File: src/logic/sleep_gate_params.svh
`ifndef SLEEP_GATE_PARAMS_SVH
`define SLEEP_GATE_PARAMS_SVH

// ============================================================
// Register offsets (byte addresses)
`define OFS_RUN_CFG     12'h060
`define OFS_RUN_GATE    12'h100
`define OFS_SLEEP_GATE  12'h110
`define OFS_DEEP_GATE   12'h120
`define OFS_EVT_STATUS  12'h130
`define OFS_EVT_MASK    12'h134

// ============================================================
// Gating register layout, shared by run, sleep and deep sleep
`define GATE_RESET      32'h0000_0040
`define GATE_WR_MASK    32'h0011_0348
`define BIT_PWM         20
`define BIT_ADC         16
`define RATE_MSB        9
`define RATE_LSB        8
`define BIT_HIB         6
`define BIT_WDT         3
`define RATE_MAX        2'h2

// ============================================================
// Run clock configuration layout
`define CFG_RESET       32'h0000_0000
`define CFG_WR_MASK     32'h0800_0000
`define BIT_AUTO_GATE   27

// ============================================================
// Fault events: pwm, converter, watchdog
`define EVT_W           3
`define EVT_PWM         0
`define EVT_ADC         1
`define EVT_WDT         2
`define EVT_RESET       3'h0

// ============================================================
// Avalon response codes
`define RESP_OKAY       2'h0
`define RESP_DECERR     2'h3

`endif

File: src/logic/sleep_gate_pkg.sv
package sleep_gate_pkg;

   typedef enum logic [1:0]
   {
      mode_run   = 2'b00,
      mode_sleep = 2'b01,
      mode_deep  = 2'b10
   } power_mode_type;

   typedef enum logic
   {
      bus_idle = 1'b0,
      bus_ack  = 1'b1
   } bus_state_type;

endpackage : sleep_gate_pkg

File: src/logic/gate_reg.sv
`timescale 1ns/1ps
`include "sleep_gate_params.svh"

module gate_reg #(
   parameter logic [31:0] RESET_VALUE = `GATE_RESET,
   parameter logic [31:0] WR_MASK     = `GATE_WR_MASK,
   parameter bit          HAS_RATE    = 1'b1,
   parameter logic [1:0]  RATE_MAX    = `RATE_MAX
) (
   input  wire logic        clk,
   input  wire logic        sys_rst,
   input  wire logic        wr_en,
   input  wire logic [31:0] wr_data,
   input  wire logic [31:0] lane_mask,
   output logic      [31:0] value
);

   logic [31:0] next_value;
   logic [31:0] keep;
   logic [1:0]  rate;

   // ============================================================
   // Write with lane and layout masks
   always_comb
   begin
      keep       = WR_MASK & lane_mask;
      next_value = value;
      rate       = 2'h0;
      if (wr_en)
      begin
         next_value = (value & ~keep) | (wr_data & keep);
         rate = next_value[`RATE_MSB:`RATE_LSB];
         if (HAS_RATE && rate > RATE_MAX)
         begin
            // Rate above the maximum is held at the maximum
            next_value[`RATE_MSB:`RATE_LSB] = RATE_MAX;
         end
      end
   end

   always_ff @(posedge clk or posedge sys_rst)
   begin
      if (sys_rst)
         value <= RESET_VALUE;
      else
         value <= next_value;
   end

endmodule : gate_reg

File: src/logic/event_status.sv
`timescale 1ns/1ps
`include "sleep_gate_params.svh"

module event_status #(
   parameter int W = `EVT_W
) (
   input  wire logic         clk,
   input  wire logic         sys_rst,
   input  wire logic [W-1:0] event_in,
   input  wire logic         clr_en,
   input  wire logic [W-1:0] clr_data,
   input  wire logic         mask_en,
   input  wire logic [W-1:0] mask_data,
   output logic      [W-1:0] status,
   output logic      [W-1:0] mask,
   output logic              irq
);

   logic [W-1:0] next_status;
   logic [W-1:0] next_mask;
   logic         next_irq;

   // ============================================================
   // Sticky status, write one to clear, set beats clear
   always_comb
   begin
      next_status = status;
      if (clr_en)
         next_status = status & ~clr_data;
      next_status = next_status | event_in;
      next_mask   = mask_en ? mask_data : mask;
      next_irq    = |(next_status & next_mask);
   end

   always_ff @(posedge clk or posedge sys_rst)
   begin
      if (sys_rst)
      begin
         status <= '0;
         mask   <= '0;
         irq    <= 1'b0;
      end
      else
      begin
         status <= next_status;
         mask   <= next_mask;
         irq    <= next_irq;
      end
   end

endmodule : event_status

File: src/logic/sleep_mode_clock_gating.sv
// Notes on behaviour
// - Each writable gate bit except the rate bits 9:8 is the clock enable of one unit.
// - An access to the pwm, converter or watchdog unit while its clock is gated off raises a unit fault.
// - The sleep gating register sits at 0x110 and resets to 0x00000040.
// - The run register applies in run mode; sleep and deep-sleep registers apply in their own mode only with automatic gating.
// - Sleep settings apply only while automatic gating is selected.
// - Bit 20 gates the pulse-width modulator; accesses fault when clear.
// - Bit 16 gates the converter; accesses fault when clear.
// - Bits 9:8 set the converter rate, never above the supported maximum.
// - Bit 6 gates the hibernation unit.
// - Bit 3 gates the watchdog; accesses fault when clear.
// - Reserved bits are read-only and read as zero.
//
// The implementer's own choice: the Avalon-MM interface to the registers.
`timescale 1ns/1ps
`include "sleep_gate_params.svh"

module sleep_mode_clock_gating #(
   parameter logic [1:0] RATE_MAX = `RATE_MAX
) (
   input  wire logic        clk,
   input  wire logic        sys_rst,
   input  wire logic [11:0] avs_address,
   input  wire logic        avs_read,
   input  wire logic        avs_write,
   input  wire logic [31:0] avs_writedata,
   input  wire logic [3:0]  avs_byteenable,
   output logic      [31:0] avs_readdata,
   output logic      [1:0]  avs_response,
   output logic             avs_waitrequest,
   input  wire logic [1:0]  power_mode,
   input  wire logic [2:0]  unit_access,
   output logic      [3:0]  unit_clk_en,
   output logic      [1:0]  converter_rate_limit,
   output logic      [2:0]  unit_fault,
   output logic             irq
);

   // ============================================================
   // Bus slave state
   sleep_gate_pkg::bus_state_type bus_state;
   sleep_gate_pkg::bus_state_type next_bus_state;
   logic [31:0] next_readdata;
   logic [1:0]  next_response;
   logic        next_waitrequest;
   logic        req;
   logic        accept_wr;
   logic [31:0] lane_mask;
   logic [31:0] read_mux;
   logic        hit;

   // ============================================================
   // Register values
   logic [31:0] run_cfg;
   logic [31:0] next_run_cfg;
   logic [31:0] run_gate;
   logic [31:0] sleep_gate;
   logic [31:0] deep_gate;
   logic [`EVT_W-1:0] evt_status;
   logic [`EVT_W-1:0] evt_mask;
   logic        irq_level;

   // ============================================================
   // Gating outputs
   sleep_gate_pkg::power_mode_type mode;
   logic [31:0] active_gate;
   logic [3:0]  next_unit_clk_en;
   logic [1:0]  next_rate;
   logic [2:0]  next_unit_fault;
   logic [2:0]  fault_event;
   logic        auto_gate;

   assign req       = avs_read | avs_write;
   assign accept_wr = avs_write & ~avs_waitrequest;

   // ============================================================
   // Byte lane expansion
   always_comb
   begin
      for (int i = 0; i < 4; i++)
      begin
         lane_mask[i*8 +: 8] = {8{avs_byteenable[i]}};
      end
   end

   // ============================================================
   // Read decode
   always_comb
   begin
      hit      = 1'b1;
      read_mux = 32'h0000_0000;
      unique case (avs_address)
         `OFS_RUN_CFG:    read_mux = run_cfg;
         `OFS_RUN_GATE:   read_mux = run_gate;
         `OFS_SLEEP_GATE: read_mux = sleep_gate;
         `OFS_DEEP_GATE:  read_mux = deep_gate;
         `OFS_EVT_STATUS: read_mux[`EVT_W-1:0] = evt_status;
         `OFS_EVT_MASK:   read_mux[`EVT_W-1:0] = evt_mask;
         default:         hit = 1'b0;
      endcase
   end

   // ============================================================
   // Avalon handshake: one wait cycle, then one cycle low
   always_comb
   begin
      next_bus_state   = bus_state;
      next_waitrequest = 1'b1;
      next_readdata    = avs_readdata;
      next_response    = avs_response;
      unique case (bus_state)
         sleep_gate_pkg::bus_idle:
         begin
            if (req)
            begin
               next_bus_state   = sleep_gate_pkg::bus_ack;
               next_waitrequest = 1'b0;
               next_readdata    = avs_read ? read_mux : 32'h0000_0000;
               next_response    = hit ? `RESP_OKAY : `RESP_DECERR;
            end
         end
         sleep_gate_pkg::bus_ack:
         begin
            next_bus_state = sleep_gate_pkg::bus_idle;
         end
      endcase
   end

   always_ff @(posedge clk or posedge sys_rst)
   begin
      if (sys_rst)
      begin
         bus_state       <= sleep_gate_pkg::bus_idle;
         avs_waitrequest <= 1'b1;
         avs_readdata    <= 32'h0000_0000;
         avs_response    <= `RESP_OKAY;
      end
      else
      begin
         bus_state       <= next_bus_state;
         avs_waitrequest <= next_waitrequest;
         avs_readdata    <= next_readdata;
         avs_response    <= next_response;
      end
   end

   // ============================================================
   // Run clock configuration (automatic gating select)
   always_comb
   begin
      next_run_cfg = run_cfg;
      if (accept_wr && avs_address == `OFS_RUN_CFG)
      begin
         next_run_cfg = (run_cfg & ~(`CFG_WR_MASK & lane_mask))
                      | (avs_writedata & `CFG_WR_MASK & lane_mask);
      end
   end

   always_ff @(posedge clk or posedge sys_rst)
   begin
      if (sys_rst)
         run_cfg <= `CFG_RESET;
      else
         run_cfg <= next_run_cfg;
   end

   assign auto_gate = run_cfg[`BIT_AUTO_GATE];

   // ============================================================
   // Gating registers, one layout for all three modes
   gate_reg #(
      .RESET_VALUE (`GATE_RESET),
      .WR_MASK     (`GATE_WR_MASK),
      .HAS_RATE    (1'b1),
      .RATE_MAX    (RATE_MAX)
   ) u_run_gate (
      .clk       (clk),
      .sys_rst   (sys_rst),
      .wr_en     (accept_wr && avs_address == `OFS_RUN_GATE),
      .wr_data   (avs_writedata),
      .lane_mask (lane_mask),
      .value     (run_gate)
   );

   gate_reg #(
      .RESET_VALUE (`GATE_RESET),
      .WR_MASK     (`GATE_WR_MASK),
      .HAS_RATE    (1'b1),
      .RATE_MAX    (RATE_MAX)
   ) u_sleep_gate (
      .clk       (clk),
      .sys_rst   (sys_rst),
      .wr_en     (accept_wr && avs_address == `OFS_SLEEP_GATE),
      .wr_data   (avs_writedata),
      .lane_mask (lane_mask),
      .value     (sleep_gate)
   );

   gate_reg #(
      .RESET_VALUE (`GATE_RESET),
      .WR_MASK     (`GATE_WR_MASK),
      .HAS_RATE    (1'b1),
      .RATE_MAX    (RATE_MAX)
   ) u_deep_gate (
      .clk       (clk),
      .sys_rst   (sys_rst),
      .wr_en     (accept_wr && avs_address == `OFS_DEEP_GATE),
      .wr_data   (avs_writedata),
      .lane_mask (lane_mask),
      .value     (deep_gate)
   );

   // ============================================================
   // Mode selection of the active gating register
   always_comb
   begin
      mode        = sleep_gate_pkg::power_mode_type'(power_mode);
      active_gate = run_gate;
      unique case (mode)
         sleep_gate_pkg::mode_run:
            active_gate = run_gate;
         sleep_gate_pkg::mode_sleep:
            active_gate = auto_gate ? sleep_gate : run_gate;
         sleep_gate_pkg::mode_deep:
            active_gate = auto_gate ? deep_gate : run_gate;
         default:
            active_gate = run_gate;
      endcase
   end

   // ============================================================
   // Clock enables, rate and access faults
   always_comb
   begin
      next_unit_clk_en[3] = active_gate[`BIT_PWM];
      next_unit_clk_en[2] = active_gate[`BIT_ADC];
      next_unit_clk_en[1] = active_gate[`BIT_HIB];
      next_unit_clk_en[0] = active_gate[`BIT_WDT];
      next_rate = active_gate[`RATE_MSB:`RATE_LSB];
      fault_event[`EVT_PWM] =
         unit_access[`EVT_PWM] & ~unit_clk_en[3];
      fault_event[`EVT_ADC] =
         unit_access[`EVT_ADC] & ~unit_clk_en[2];
      fault_event[`EVT_WDT] =
         unit_access[`EVT_WDT] & ~unit_clk_en[0];
      next_unit_fault = fault_event;
   end

   always_ff @(posedge clk or posedge sys_rst)
   begin
      if (sys_rst)
      begin
         unit_clk_en          <= 4'h0;
         converter_rate_limit <= 2'h0;
         unit_fault           <= 3'h0;
      end
      else
      begin
         unit_clk_en          <= next_unit_clk_en;
         converter_rate_limit <= next_rate;
         unit_fault           <= next_unit_fault;
      end
   end

   // ============================================================
   // Fault status and interrupt
   event_status #(
      .W (`EVT_W)
   ) u_events (
      .clk       (clk),
      .sys_rst   (sys_rst),
      .event_in  (fault_event),
      .clr_en    (accept_wr && avs_address == `OFS_EVT_STATUS
                  && avs_byteenable[0]),
      .clr_data  (avs_writedata[`EVT_W-1:0]),
      .mask_en   (accept_wr && avs_address == `OFS_EVT_MASK
                  && avs_byteenable[0]),
      .mask_data (avs_writedata[`EVT_W-1:0]),
      .status    (evt_status),
      .mask      (evt_mask),
      .irq       (irq_level)
   );

   assign irq = irq_level;

endmodule : sleep_mode_clock_gating

File: config.mk
export PLATFORM = sky130hd
export DESIGN_NAME = sleep_mode_clock_gating
export DESIGN_NICKNAME = d
export VERILOG_FILES = /design/src/logic/sleep_gate_pkg.sv /design/src/logic/gate_reg.sv /design/src/logic/event_status.sv /design/src/logic/sleep_mode_clock_gating.sv
export VERILOG_INCLUDE_DIRS = /design/src /design/src/logic
export SDC_FILE = /design/constraint.sdc
export NUM_CORES = 1
export LEC_CHECK = 0
export ABC_AREA = 0
export CAP_MARGIN = 20
export CORE_ASPECT_RATIO = 2
export CORE_MARGIN = 2
export CORE_UTILIZATION = 65
export CTS_BUF_LIST = sky130_fd_sc_hd__clkbuf_16
export DETAILED_ROUTE_END_ITERATION = 16
export DONT_BUFFER_PORTS = 1
export HOLD_SLACK_MARGIN = 0.06
export PLACE_DENSITY = 0.8
export REMOVE_ABC_BUFFERS = 1
export SLEW_MARGIN = 20
export SYNTH_ARGS = -nofsm -noshare
export SYNTH_HDL_FRONTEND = slang
export SYNTH_HIERARCHICAL = 1
export SYNTH_SLANG_ARGS = --single-unit
File: constraint.sdc
create_clock -name clk -period 2.1 [get_ports clk]
set_input_delay 0.42 -clock clk [delete_from_list [all_inputs] [get_ports clk]]
set_output_delay 0.42 -clock clk [all_outputs]
set_load 0.02 [all_outputs]
-- Word level (Yosys, flattened, before mapping)
Index checks and enable logic that the tools add are counted.
- $lt $le $gt $ge: 3
- equal/unequal tests: 8
- mux-type cells: 17
- bitwise gates (word level): 26
- reductions and logical operators: 11
- operators by type and width (cell ; count):
    32-bit AND ; 4
    32-bit bitwise OR ; 4
    29-bit one-hot mux with 4 select lines ; 1
    12-bit by 9-bit equality test with 1-bit output (second input constant) ; 5
    21-bit two-way mux ; 2
    21-bit one-hot mux with 2 select lines ; 1
    28-bit by 32-bit AND with 32-bit output ; 1
    32-bit by 21-bit AND with 32-bit output ; 1
    32-bit two-way mux ; 1
    21-bit inverter with 32-bit output ; 1
    28-bit inverter with 32-bit output ; 1
    3-bit one-hot mux with 6 select lines ; 1
    12-bit by 7-bit equality test with 1-bit output (second input constant) ; 1
    1-bit logical AND ; 8
    2-bit two-way mux ; 4
    3-bit AND ; 2
    2-bit greater-than comparator (second input constant) ; 3
    3-bit two-way mux ; 2
    6-bit OR reduction ; 1
    1-bit inverter ; 5
    1-bit AND ; 4
    1-bit two-way mux ; 4
    3-bit inverter ; 1
    3-bit bitwise OR ; 1
    6 further kinds ; 6
- flip-flop bits (word level): 180
- bits of input ports: 57
- output and inout bits: 45

-- Depth between registers and ports, before layout
Gate-level depths: netlist of the first run.
- depth in word-level cells: 8
- mapped depth: 8

-- By module
Netlist of the first run, hierarchy kept.
- by module, submodules not included (module ; times used ; cells each ; area an instance (um^2) ; sequential area each (um^2)):
    sleep_mode_clock_gating ; 1 ; 238 ; 2523.7 ; 1127.3
    gate_reg ; 3 ; 48 ; 485.5 ; 151.4
    event_status ; 1 ; 19 ; 274.0 ; 175.2

-- Worst setup path after synthesis of the first run
Ideal clock, no wire load.
- kind: input port to flip-flop
- start: in avs_address[9]
- end: reg u_events.irq
- setup time: 0.126 ns
- arrival: 2.166 ns
- data required time: 1.974 ns
- setup slack: -0.193 ns
- stages on the path: 6
- buffers on the path: 0
- cells stage by stage: nor4b_4 and2_1 nand4_1 nor3_1 mux2_2 a221o_1
- elaborated cells between the ends (all ways): 11
- classes of those cells: eq/ne (2); mux (2); bitwise (2); reduce/logical (5)
- RTL lines (element ; line ; text):
    start, declared ; sleep_mode_clock_gating.sv:23 ; input wire logic [11:0] avs_address,
    12-bit by 9-bit equality test with 1-bit output ; - ;
    1-bit logical AND (no source line) ; - ;
    1-bit logical AND ; sleep_mode_clock_gating.sv:276 ; .mask_en (accept_wr && avs_address == `OFS_EVT_MASK
    3-bit two-way mux ; event_status.sv:31 ; next_mask = mask_en ? mask_data : mask;
    net u_events.next_mask[2] ; event_status.sv:20 ; logic [W-1:0] next_mask;
    3-bit AND ; event_status.sv:32 ; next_irq = |(next_status & next_mask);
    3-bit OR reduction ; event_status.sv:32 ;
    net u_events.next_irq ; event_status.sv:21 ; logic next_irq;
    end signal, assigned ; event_status.sv:47 ; irq <= next_irq;
    end, declared ; event_status.sv:16 ; output logic irq
The timed path passes the listed nets, and every way through them passes these cells.
A chain may end at the register's enable or synchronous reset.

-- Final worst setup path of the first run
Same ends and word-level chain as after synthesis.

==> impl_metrics.tcl, run 1 <==
set metrics [dict create \
    outcome "finished clean" \
    antenna_cells 0 \
    worstSkewPairLatency_ns 0.33 \
    rsz0062_at_grt "false" \
    antenna_found_initial 0 \
    io_pins 102 \
    min_period_ns 1.92 \
    yosysUniqueCellTypes 51 \
    dp_hpwl_um 6500 \
    combPwrFrac_pct 6.7 \
    die-width_um 61.2 \
    synth_ff_type "dfrtp_1" \
    first_pass_iters 4 \
    power_density_nw_per_um2 666 \
    synthCells 401 \
    fin_tns_setup_ns 0 \
    core.rowCount 41 \
    setup_viol 0 \
    p_switching_uw 685 \
    postCtsSetupBuffers 0 \
    place_congestion 0.904 \
    hp-class "input port to flop" \
    finalHoldViolations 0 \
    maxSlewHeadroom_pct 60.0 \
    critPathLaunchType "input port" \
    cts_tree "done" \
    ant_nets 0 \
    seqPwrFrac_pct 47.8 \
    initial_core_util_pct 67.4 \
    drc 0 \
    ys_ff_latch 70 \
    syn_area_sq_um 4250 \
    num-nets-final 470 \
    avgRoutedWirePerCell_um 17.7 \
    dr.first_iter.drc_count 137 \
    cp.required_ns 2.32 \
    p_leak_uw 0.00215 \
    cts_sinks 70 \
    clkPwrFrac_pct 45.4 \
    slew_violations 0 \
    ir_drop_mv 0.531 \
    cts_buffer_depth 2 \
    vias 2776 \
    core-area_sq_um 6310 \
    globalRouteTotalUtil_pct 26.8 \
    finalWirelength_um 8890 \
    worstMarginPinSlew_ns 0.599 \
    synth-edff-count 0 \
    critPathKind "input port to flop" \
    overflow 0 \
    drv_cap 0 \
    port_buffers 0 \
    seq_area_frac_synth_pct 41.3 \
    ys_warn_count 6 \
    die_area_sq_um 7250 \
    critPathCaptureType "flop" \
    switching_share_pct 23.6 \
    syn_area_per_cell_sq_um 10.6 \
    fin_ws_ns 0.184 \
    clockRootBuffer "clkbuf_16" \
    worstPathArrival_ns 2.13 \
    area.growth.synth_to_final_pct 2.53 \
    async_reset_ff_share_pct 100 \
    cts_max_level 3 \
    internal_power_uw 2220 \
    die_height_um 118 \
    drive_above_1_share_pct 16.3 \
    post-place-ws_ns -0.139 \
    numCtsBuffers 9 \
    clk_pin_slew_ns 0.06 \
    grt_max_degree 43 \
    viasPerCell 5.53 \
    finish.utilization_pct 69.1 \
    fmax_mhz 522 \
    crit_fanout 3 \
    grt_pass1_wl_um 14000 \
    timing.final.crit_share_pct 91.2 \
    grt_pass1_vias 2903 \
    fin_skew_ns 0.00455 \
]
==> Yosys cell counts (2+ instances only) <==
library cell	count	area, sq um
mux2_4	20	300
clkbuf_1	4	15.0
nor2_1	33	124
and2_1	2	12.5
nand2b_1	3	18.8
o2bb2ai_1	3	26.3
nand2_1	28	105
mux2i_1	31	310
o21ai_0	8	40.0
a21oi_1	2	10.0
a22oi_1	7	52.6
a221o_1	29	290
conb_1	3	11.3
nor4_2	2	25.0
o21ai_2	3	26.3
nor3_1	4	20.0
a211o_1	2	17.5
ha_1	2	25.0
a21o_1	2	15.0
buf_6	3	33.8
dfstp_2	4	105
nand3_1	5	25.0
nand4_1	4	25.0
and3_1	2	12.5
buf_2	8	40.0
dfrtp_1	66	1650
buf_4	79	593
nor2b_1	10	62.6
inv_1	9	33.8
o21bai_1	2	15.0
==> routing by layer <==
layer	GRT usage (%)	part of all wire, %
met3	8.21	6.7
met2	45.4	54
met4	12.5	3.0
met1	28.6	36
met5	0	0
==> worst max-delay path, stage by stage <==
cell	delay, ns
nor4b_4	0.30
and2_1	0.20
nand4_1	0.15
nor3_1	0.22
buf_4	0.17
mux2_2	0.35
a221o_1	0.32
==> layout make-up <==
class / instances / area [sq um]
multi-input combinational: 303 / 2070
fill: 499 / 1950
sequential: 70 / 1760
clock buffer: 9 / 225
timing repair buffer: 18 / 138
tap: 86 / 108
clock inverter: 7 / 33.8
inverter: 9 / 33.8
==> path summary, 6_finish.rpt <==
path	slack [ns]	start	to	depth (start not counted)
max	0.18	avs_address[9]	u_events/irq	7
min	0.23	avs_writedata[27]	flop	1
max reg2reg	0.27	avs_waitrequest	u_events/irq	6
min reg2reg	0.52	u_events/status[0]	u_events/status[0]	1
max in group asynchronous	0.79	sys_rst	avs_readdata[4]	3
min in group asynchronous	0.56	sys_rst	u_events/irq	2
==> cell usage in the layout, fill, tap and decap left out, types with 8 or more instances in the layout <==
| cell type | instances |
|---|---|
| conb_1 | 78 |
| dfrtp_1 | 66 |
| nor2_1 | 33 |
| mux2i_1 | 31 |
| a221o_1 | 29 |
| nand2_1 | 28 |
| mux2_4 | 20 |
| buf_4 | 17 |
| nor2b_1 | 10 |
| inv_1 | 9 |
| clkbuf_16 | 9 |
| o21ai_0 | 8 |
==> power groups by stage <==
| stage | sequential [uW] | clock [uW] | combinational (uW) |
|---|---|---|---|
| 3_5_place_dp | 1410 | 0 | 186 |
| 3_3_place_gp | 1410 | 0 | 183 |
| 2_1_floorplan | 1410 | 0 | 139 |
| 5_1_grt | 1390 | 1420 | 219 |
| 6_report | 1390 | 1320 | 196 |
| 4_1_cts | 1390 | 1350 | 191 |
==> kinds of logic (layout without fill, tap and decap cells) <==
| logic type | after synthesis | in the layout | share of synthesized area (%) |
|---|---|---|---|
| compound gates | 67 | 67 | 13.3 |
| mux | 54 | 54 | 15.4 |
| buf+inv | 103 | 43 | 16.8 |
| flops | 70 | 70 | 41.3 |
| simple gates | 102 | 102 | 12.3 |
| other cells | 3 | 78 | 0.265 |
| fa+ha+maj | 2 | 2 | 0.588 |
==> per-stage QoR <==
step	cell area (sq um)	cells	hold slack, ns	total power [uW]
after detailed placement	4090	485	0.251	1600
after floorplan	3850	382	0.210	1550
after CTS	4360	502	0.219	2930
final	4360	502	0.229	2900
after global placement	4090	485	0.247	1590
after global routing	4360	502	0.221	3030
==> repair_timing <==
action	in CTS	in global routing
resized for setup	0	0
endpoints found under the hold margin	47	0
hold buffers	1	0
Note: power is estimated with default switching activity, not from simulation.
==> run 2, diff against run 1 <==
MAX_ROUTING_LAYER = met4   (was not set)
PLACE_DENSITY = 0.81   (was 0.8)
==> run 2 against run 1 <==
Sequential power about the same. Cell count decreased by 0.80%. Critical endpoint unchanged. Flip-flop and latch count unchanged. Count of clock-buffer cells in the layout unchanged.
==> impl_metrics.tcl, run 2 (synthesized netlist as in run 1, its figures left out) <==
set metrics [dict create \
    outcome "finished clean" \
    fin_tns_setup_ns 0 \
    dp_hpwl_um 6240 \
    antenna_found_initial 0 \
    io_pins 102 \
    final.fill_count 499 \
    min_period_ns 1.90 \
    die-width_um 61.2 \
    combPwrFrac_pct 6.4 \
    first_pass_iters 5 \
    cp.required_ns 2.30 \
    grt_max_degree 43 \
    clockRootBuffer "clkbuf_16" \
    drc 0 \
    viasPerCell 5.58 \
    fin_skew_ns 0.00441 \
    die_area_sq_um 7250 \
    slew_violations 0 \
    area.growth.synth_to_final_pct 2.79 \
    p_leak_uw 0.00215 \
    final_cell_mix "78 x conb_1, 66 x dfrtp_1, 33 x nor2_1" \
    p_switching_uw 679 \
    layout_commonest_cell "conb_1" \
    critPathKind "input port to flop" \
    r2r_cells 6 \
    vias 2777 \
    internal_power_uw 2340 \
    core-area_sq_um 6310 \
    seqPwrFrac_pct 46.0 \
    clk_pin_slew_ns 0.06 \
    worstMarginPinSlew_ns 0.499 \
    post-place-ws_ns -0.113 \
    initial_core_util_pct 67.4 \
    cts.repair.resized 0 \
    dr.first_iter.drc_count 179 \
    finalWirelength_um 8700 \
    hp-class "input port to flop" \
    maxSlewHeadroom_pct 66.7 \
    worstPathArrival_ns 2.10 \
    critPathLaunchType "input port" \
    timing.final.crit_share_pct 90.5 \
    critPathCaptureType "flop" \
    placed_cell_area_sq_um 4080 \
    power_density_nw_per_um2 690 \
    cts_buffer_depth 2 \
    finalHoldViolations 0 \
    ir_drop_mv 0.498 \
    grt_pass1_vias 2859 \
    ant_nets 0 \
    cts_tree "done" \
    finish.utilization_pct 69.3 \
    switching_share_pct 22.5 \
    crit_fanout 3 \
    multi_input_area_sq_um 2070 \
    cts_max_level 3 \
    cts_sinks 70 \
    avgRoutedWirePerCell_um 17.5 \
    port_buffers 0 \
    holdPathStages 1 \
    fin_ws_ns 0.199 \
    globalRouteTotalUtil_pct 27.1 \
    num-nets-final 467 \
    ctsHoldBuffers 1 \
    drive_above_1_share_pct 15.8 \
    postCtsSetupBuffers 0 \
    regArea_sq_um 1760 \
    core.rowCount 41 \
    fmax_mhz 526 \
    clkPwrFrac_pct 47.6 \
    grt_pass1_wl_um 14000 \
    rsz0062_at_grt "false" \
    worstSkewPairLatency_ns 0.33 \
    die_height_um 118 \
    numCtsBuffers 9 \
    ff2ff_setup_slack_ns 0.25 \
    overflow 0 \
    place_congestion 0.888 \
    stdcell_area_sq_um 4370 \
    drv_cap 0 \
    antenna_cells 0 \
    setup_viol 0 \
]
==> run 2: cell count changes in the layout (fill, tap and decap cells not counted) <==
cell,before,now
clkinv_2,3,2
buf_12,0,1
clkinv_1,2,1
bufinv_16,0,1
buf_4,17,13
==> run 2: power groups by stage <==
stage	Sequential [uW]	Clock, uW	Combinational [uW]
CTS	1390	1470	190
global placement	1410	0	184
finish	1390	1440	193
floorplan	1410	0	139
detailed placement	1410	0	186
global route	1390	1530	217
==> run 2: layout make-up <==
type,instances,share of cell area (%)
multi-input cells,303,47.3
flip-flops and latches,70,40.2
clock buffers,9,5.15
repair buffers,15,2.92
well taps,86,2.46
clock inverters,6,1.26
inverters,9,0.773
==> run 2: critical path, stage by stage <==
cell and delay (ns):
nor4b_4 0.29, and2_1 0.19, nand4_1 0.14, nor3_1 0.21, buf_4 0.17, mux2_2 0.35
a221o_1 0.33
==> run 2: final timing paths <==
kind                                    start                  to
min in group asynchronous             sys_rst    avs_readdata[15]
max in group asynchronous             sys_rst     avs_waitrequest
min reg2reg                u_events/status[0]  u_events/status[0]
min                         avs_writedata[27]                flop
max                            avs_address[9]        u_events/irq
max reg2reg                   avs_waitrequest        u_events/irq
==> run 2: metrics by stage <==
step | hold WS [ns] | total power [uW] | cells
finish | 0.227 | 3020 | 498
global route | 0.225 | 3140 | 498
CTS | 0.212 | 3040 | 498
detailed placement | 0.241 | 1600 | 482
global placement | 0.236 | 1590 | 482
floorplan | 0.210 | 1550 | 382
==> run 2: metal layers <==
metal	track usage [%]	wire length, um	up-vias	share of wire [%]
met4	12.6	190	0	2.2
met3	5.69	443	13	5.1
met2	44.5	4810	85	55
met1	30.0	3250	1390	37
met5	-	0	-	0
li1	-	-	1289	-
==> run 3, diff against run 2 <==
CELL_PAD_IN_SITES_DETAIL_PLACEMENT = 1   (was not set)
CELL_PAD_IN_SITES_GLOBAL_PLACEMENT = 1   (was not set)
CORE_UTILIZATION = 50   (was 65)
PLACE_DENSITY = not set   (was 0.81)
PLACE_DENSITY_LB_ADDON = 0.1   (was not set)
==> run 3 against run 2 <==
Fmax grew 0.28%. Clock skew grew 0.0012 ns. First-iteration DRC count shrank 52%. Critical path depth is the same. Register-to-register slack is essentially flat. Critical endpoint unchanged. Clock power grew 9.7%. Sequential power is essentially flat. Total power grew 5.2%. Largest power group unchanged. Worst setup slack gained 0.0054 ns.
==> impl_metrics.tcl, run 3 (synthesized netlist as in run 1, its figures left out) <==
set metrics [dict create \
    outcome "finished clean" \
    die_area_sq_um 9310 \
    hp-class "input port to flop" \
    fin_skew_ns 0.00562 \
    cts_max_level 3 \
    setup_viol 0 \
    die_height_um 134 \
    top_layer_used "met4" \
    min_period_ns 1.90 \
    viasPerCell 5.38 \
    maxSlewHeadroom_pct 60.5 \
    antenna_cells 0 \
    final_cell_mix "78 x conb_1, 66 x dfrtp_1, 33 x nor2_1" \
    critPathKind "input port to flop" \
    clockRootBuffer "clkbuf_16" \
    cts_tree "done" \
    slowest_delay_ns 0.35 \
    grt_pass1_vias 3176 \
    dr.first_iter.drc_count 86 \
    crit_slowest_cell "mux2_2" \
    ir_drop_mv 0.406 \
    antenna_found_initial 0 \
    critPathCaptureType "flop" \
    multi_input_area_sq_um 2070 \
    cp.required_ns 2.32 \
    finish.utilization_pct 53.9 \
    regArea_sq_um 1760 \
    slew_violations 0 \
    numCtsBuffers 9 \
    worstSkewPairLatency_ns 0.33 \
    port_buffers 0 \
    cp_cell_sequence "nor4b_4 -> and2_1 -> nand4_1 -> nor3_1 -> buf_4 -> mux2_2 -> a221o_1" \
    area.growth.synth_to_final_pct 5.03 \
    layout_commonest_cell "conb_1" \
    crit_fanout 3 \
    whs_ns 0.223 \
    worstPathArrival_ns 2.11 \
    critPathBufInv 1 \
    die-width_um 69.2 \
    ant_nets 0 \
    post-place-ws_ns -0.144 \
    timing.final.crit_share_pct 90.3 \
    critPathLaunchType "input port" \
    grt_pass1_wl_um 16200 \
    cp_top_family "simple AND/OR/NAND/NOR gates" \
    drc 0 \
    finalWirelength_um 10000 \
    rsz0062_at_grt "false" \
    clk_pin_slew_ns 0.06 \
    power_density_nw_per_um2 711 \
    routed-wl-met2_um 5960 \
    worstMarginPinSlew_ns 0.592 \
    fmax_mhz 528 \
    drv_cap 0 \
    overflow 0 \
    wl_met1_um 3340 \
    place_congestion 0.845 \
    vias 2786 \
    dp_hpwl_um 7690 \
    drive_above_1_share_pct 17.4 \
    num-nets-final 474 \
    first_pass_iters 4 \
    grt_max_degree 43 \
    initial_core_util_pct 51.3 \
    met3_length_um 435 \
    cts_buffer_depth 2 \
    fin_ws_ns 0.205 \
    finalHoldViolations 0 \
    cts_sinks 70 \
    avgRoutedWirePerCell_um 19.4 \
    globalRouteTotalUtil_pct 23.6 \
    p_leak_uw 0.00220 \
    io_pins 102 \
    final.fill_count 929 \
    core.rowCount 47 \
    core-area_sq_um 8290 \
]
==> run 3: changes by cell type in the layout (fill, tap and decap cells not counted), sizes merged <==
cell and change:
buf +7, inv +1, clkinvlp -1, bufinv +1
==> run 3: path summary, 6_finish.rpt <==
check	start	end	slack [ns]	cells past startpoint
max	avs_address[9]	u_events/irq	0.20	7
min	avs_writedata[27]	flop	0.22	1
max reg2reg	avs_waitrequest	u_sleep_gate/value[9]	0.25	7
min reg2reg	u_events/mask[0]	u_events/mask[0]	0.53	1
max in group asynchronous	sys_rst	avs_waitrequest	1.01	3
min in group asynchronous	sys_rst	unit_fault[1]	0.56	2
==> run 3: layout make-up <==
cell class | instances | share of cell area, %
inverter | 9 | 0.756
multi-input combinational | 303 | 46.3
timing repair buffer | 22 | 4.03
clock buffer | 9 | 5.04
clock inverter | 7 | 1.85
sequential | 70 | 39.3
tap | 98 | 2.74
==> run 3: metal layers <==
metal / GRT usage, % / up-vias
met5: - / -
met4: 11.1 / 0
met3: 5.26 / 21
met2: 45.7 / 63
met1: 20.8 / 1402
li1: - / 1300
==> run 3: power breakdown <==
group	switching, uW	internal (uW)
clock	559	1020
sequential	24.9	1360
combinational	125	79.9
total	709	2470
==> run 3: through the flow <==
stage          TNS, ns  total power (uW)  area [sq um]  instances
2_1_floorplan   -0.618              1550          3850        382
3_3_place_gp    -0.237              1610          4150        501
3_5_place_dp    -0.408              1610          4150        501
4_1_cts              0              3200          4470        518
5_1_grt              0              3290          4470        518
6_report             0              3180          4470        518
==> run 3: worst register-to-register path: stages (launching register included) <==
cell and delay (ns):
dfstp_2 0.60, nand2b_1 0.21, nor2_1 0.08, buf_4 0.13, and3_1 0.16, buf_4 0.16, nand2_1 0.08, mux2_4 0.30
==> run 3: timing repair <==
action                                  in CTS  in global routing
endpoints found under the hold margin       32                  0
endpoints found under the setup margin       0                  0
buffers inserted                             0                  0
hold buffers                                 1                  0
resized for setup                            0                  0
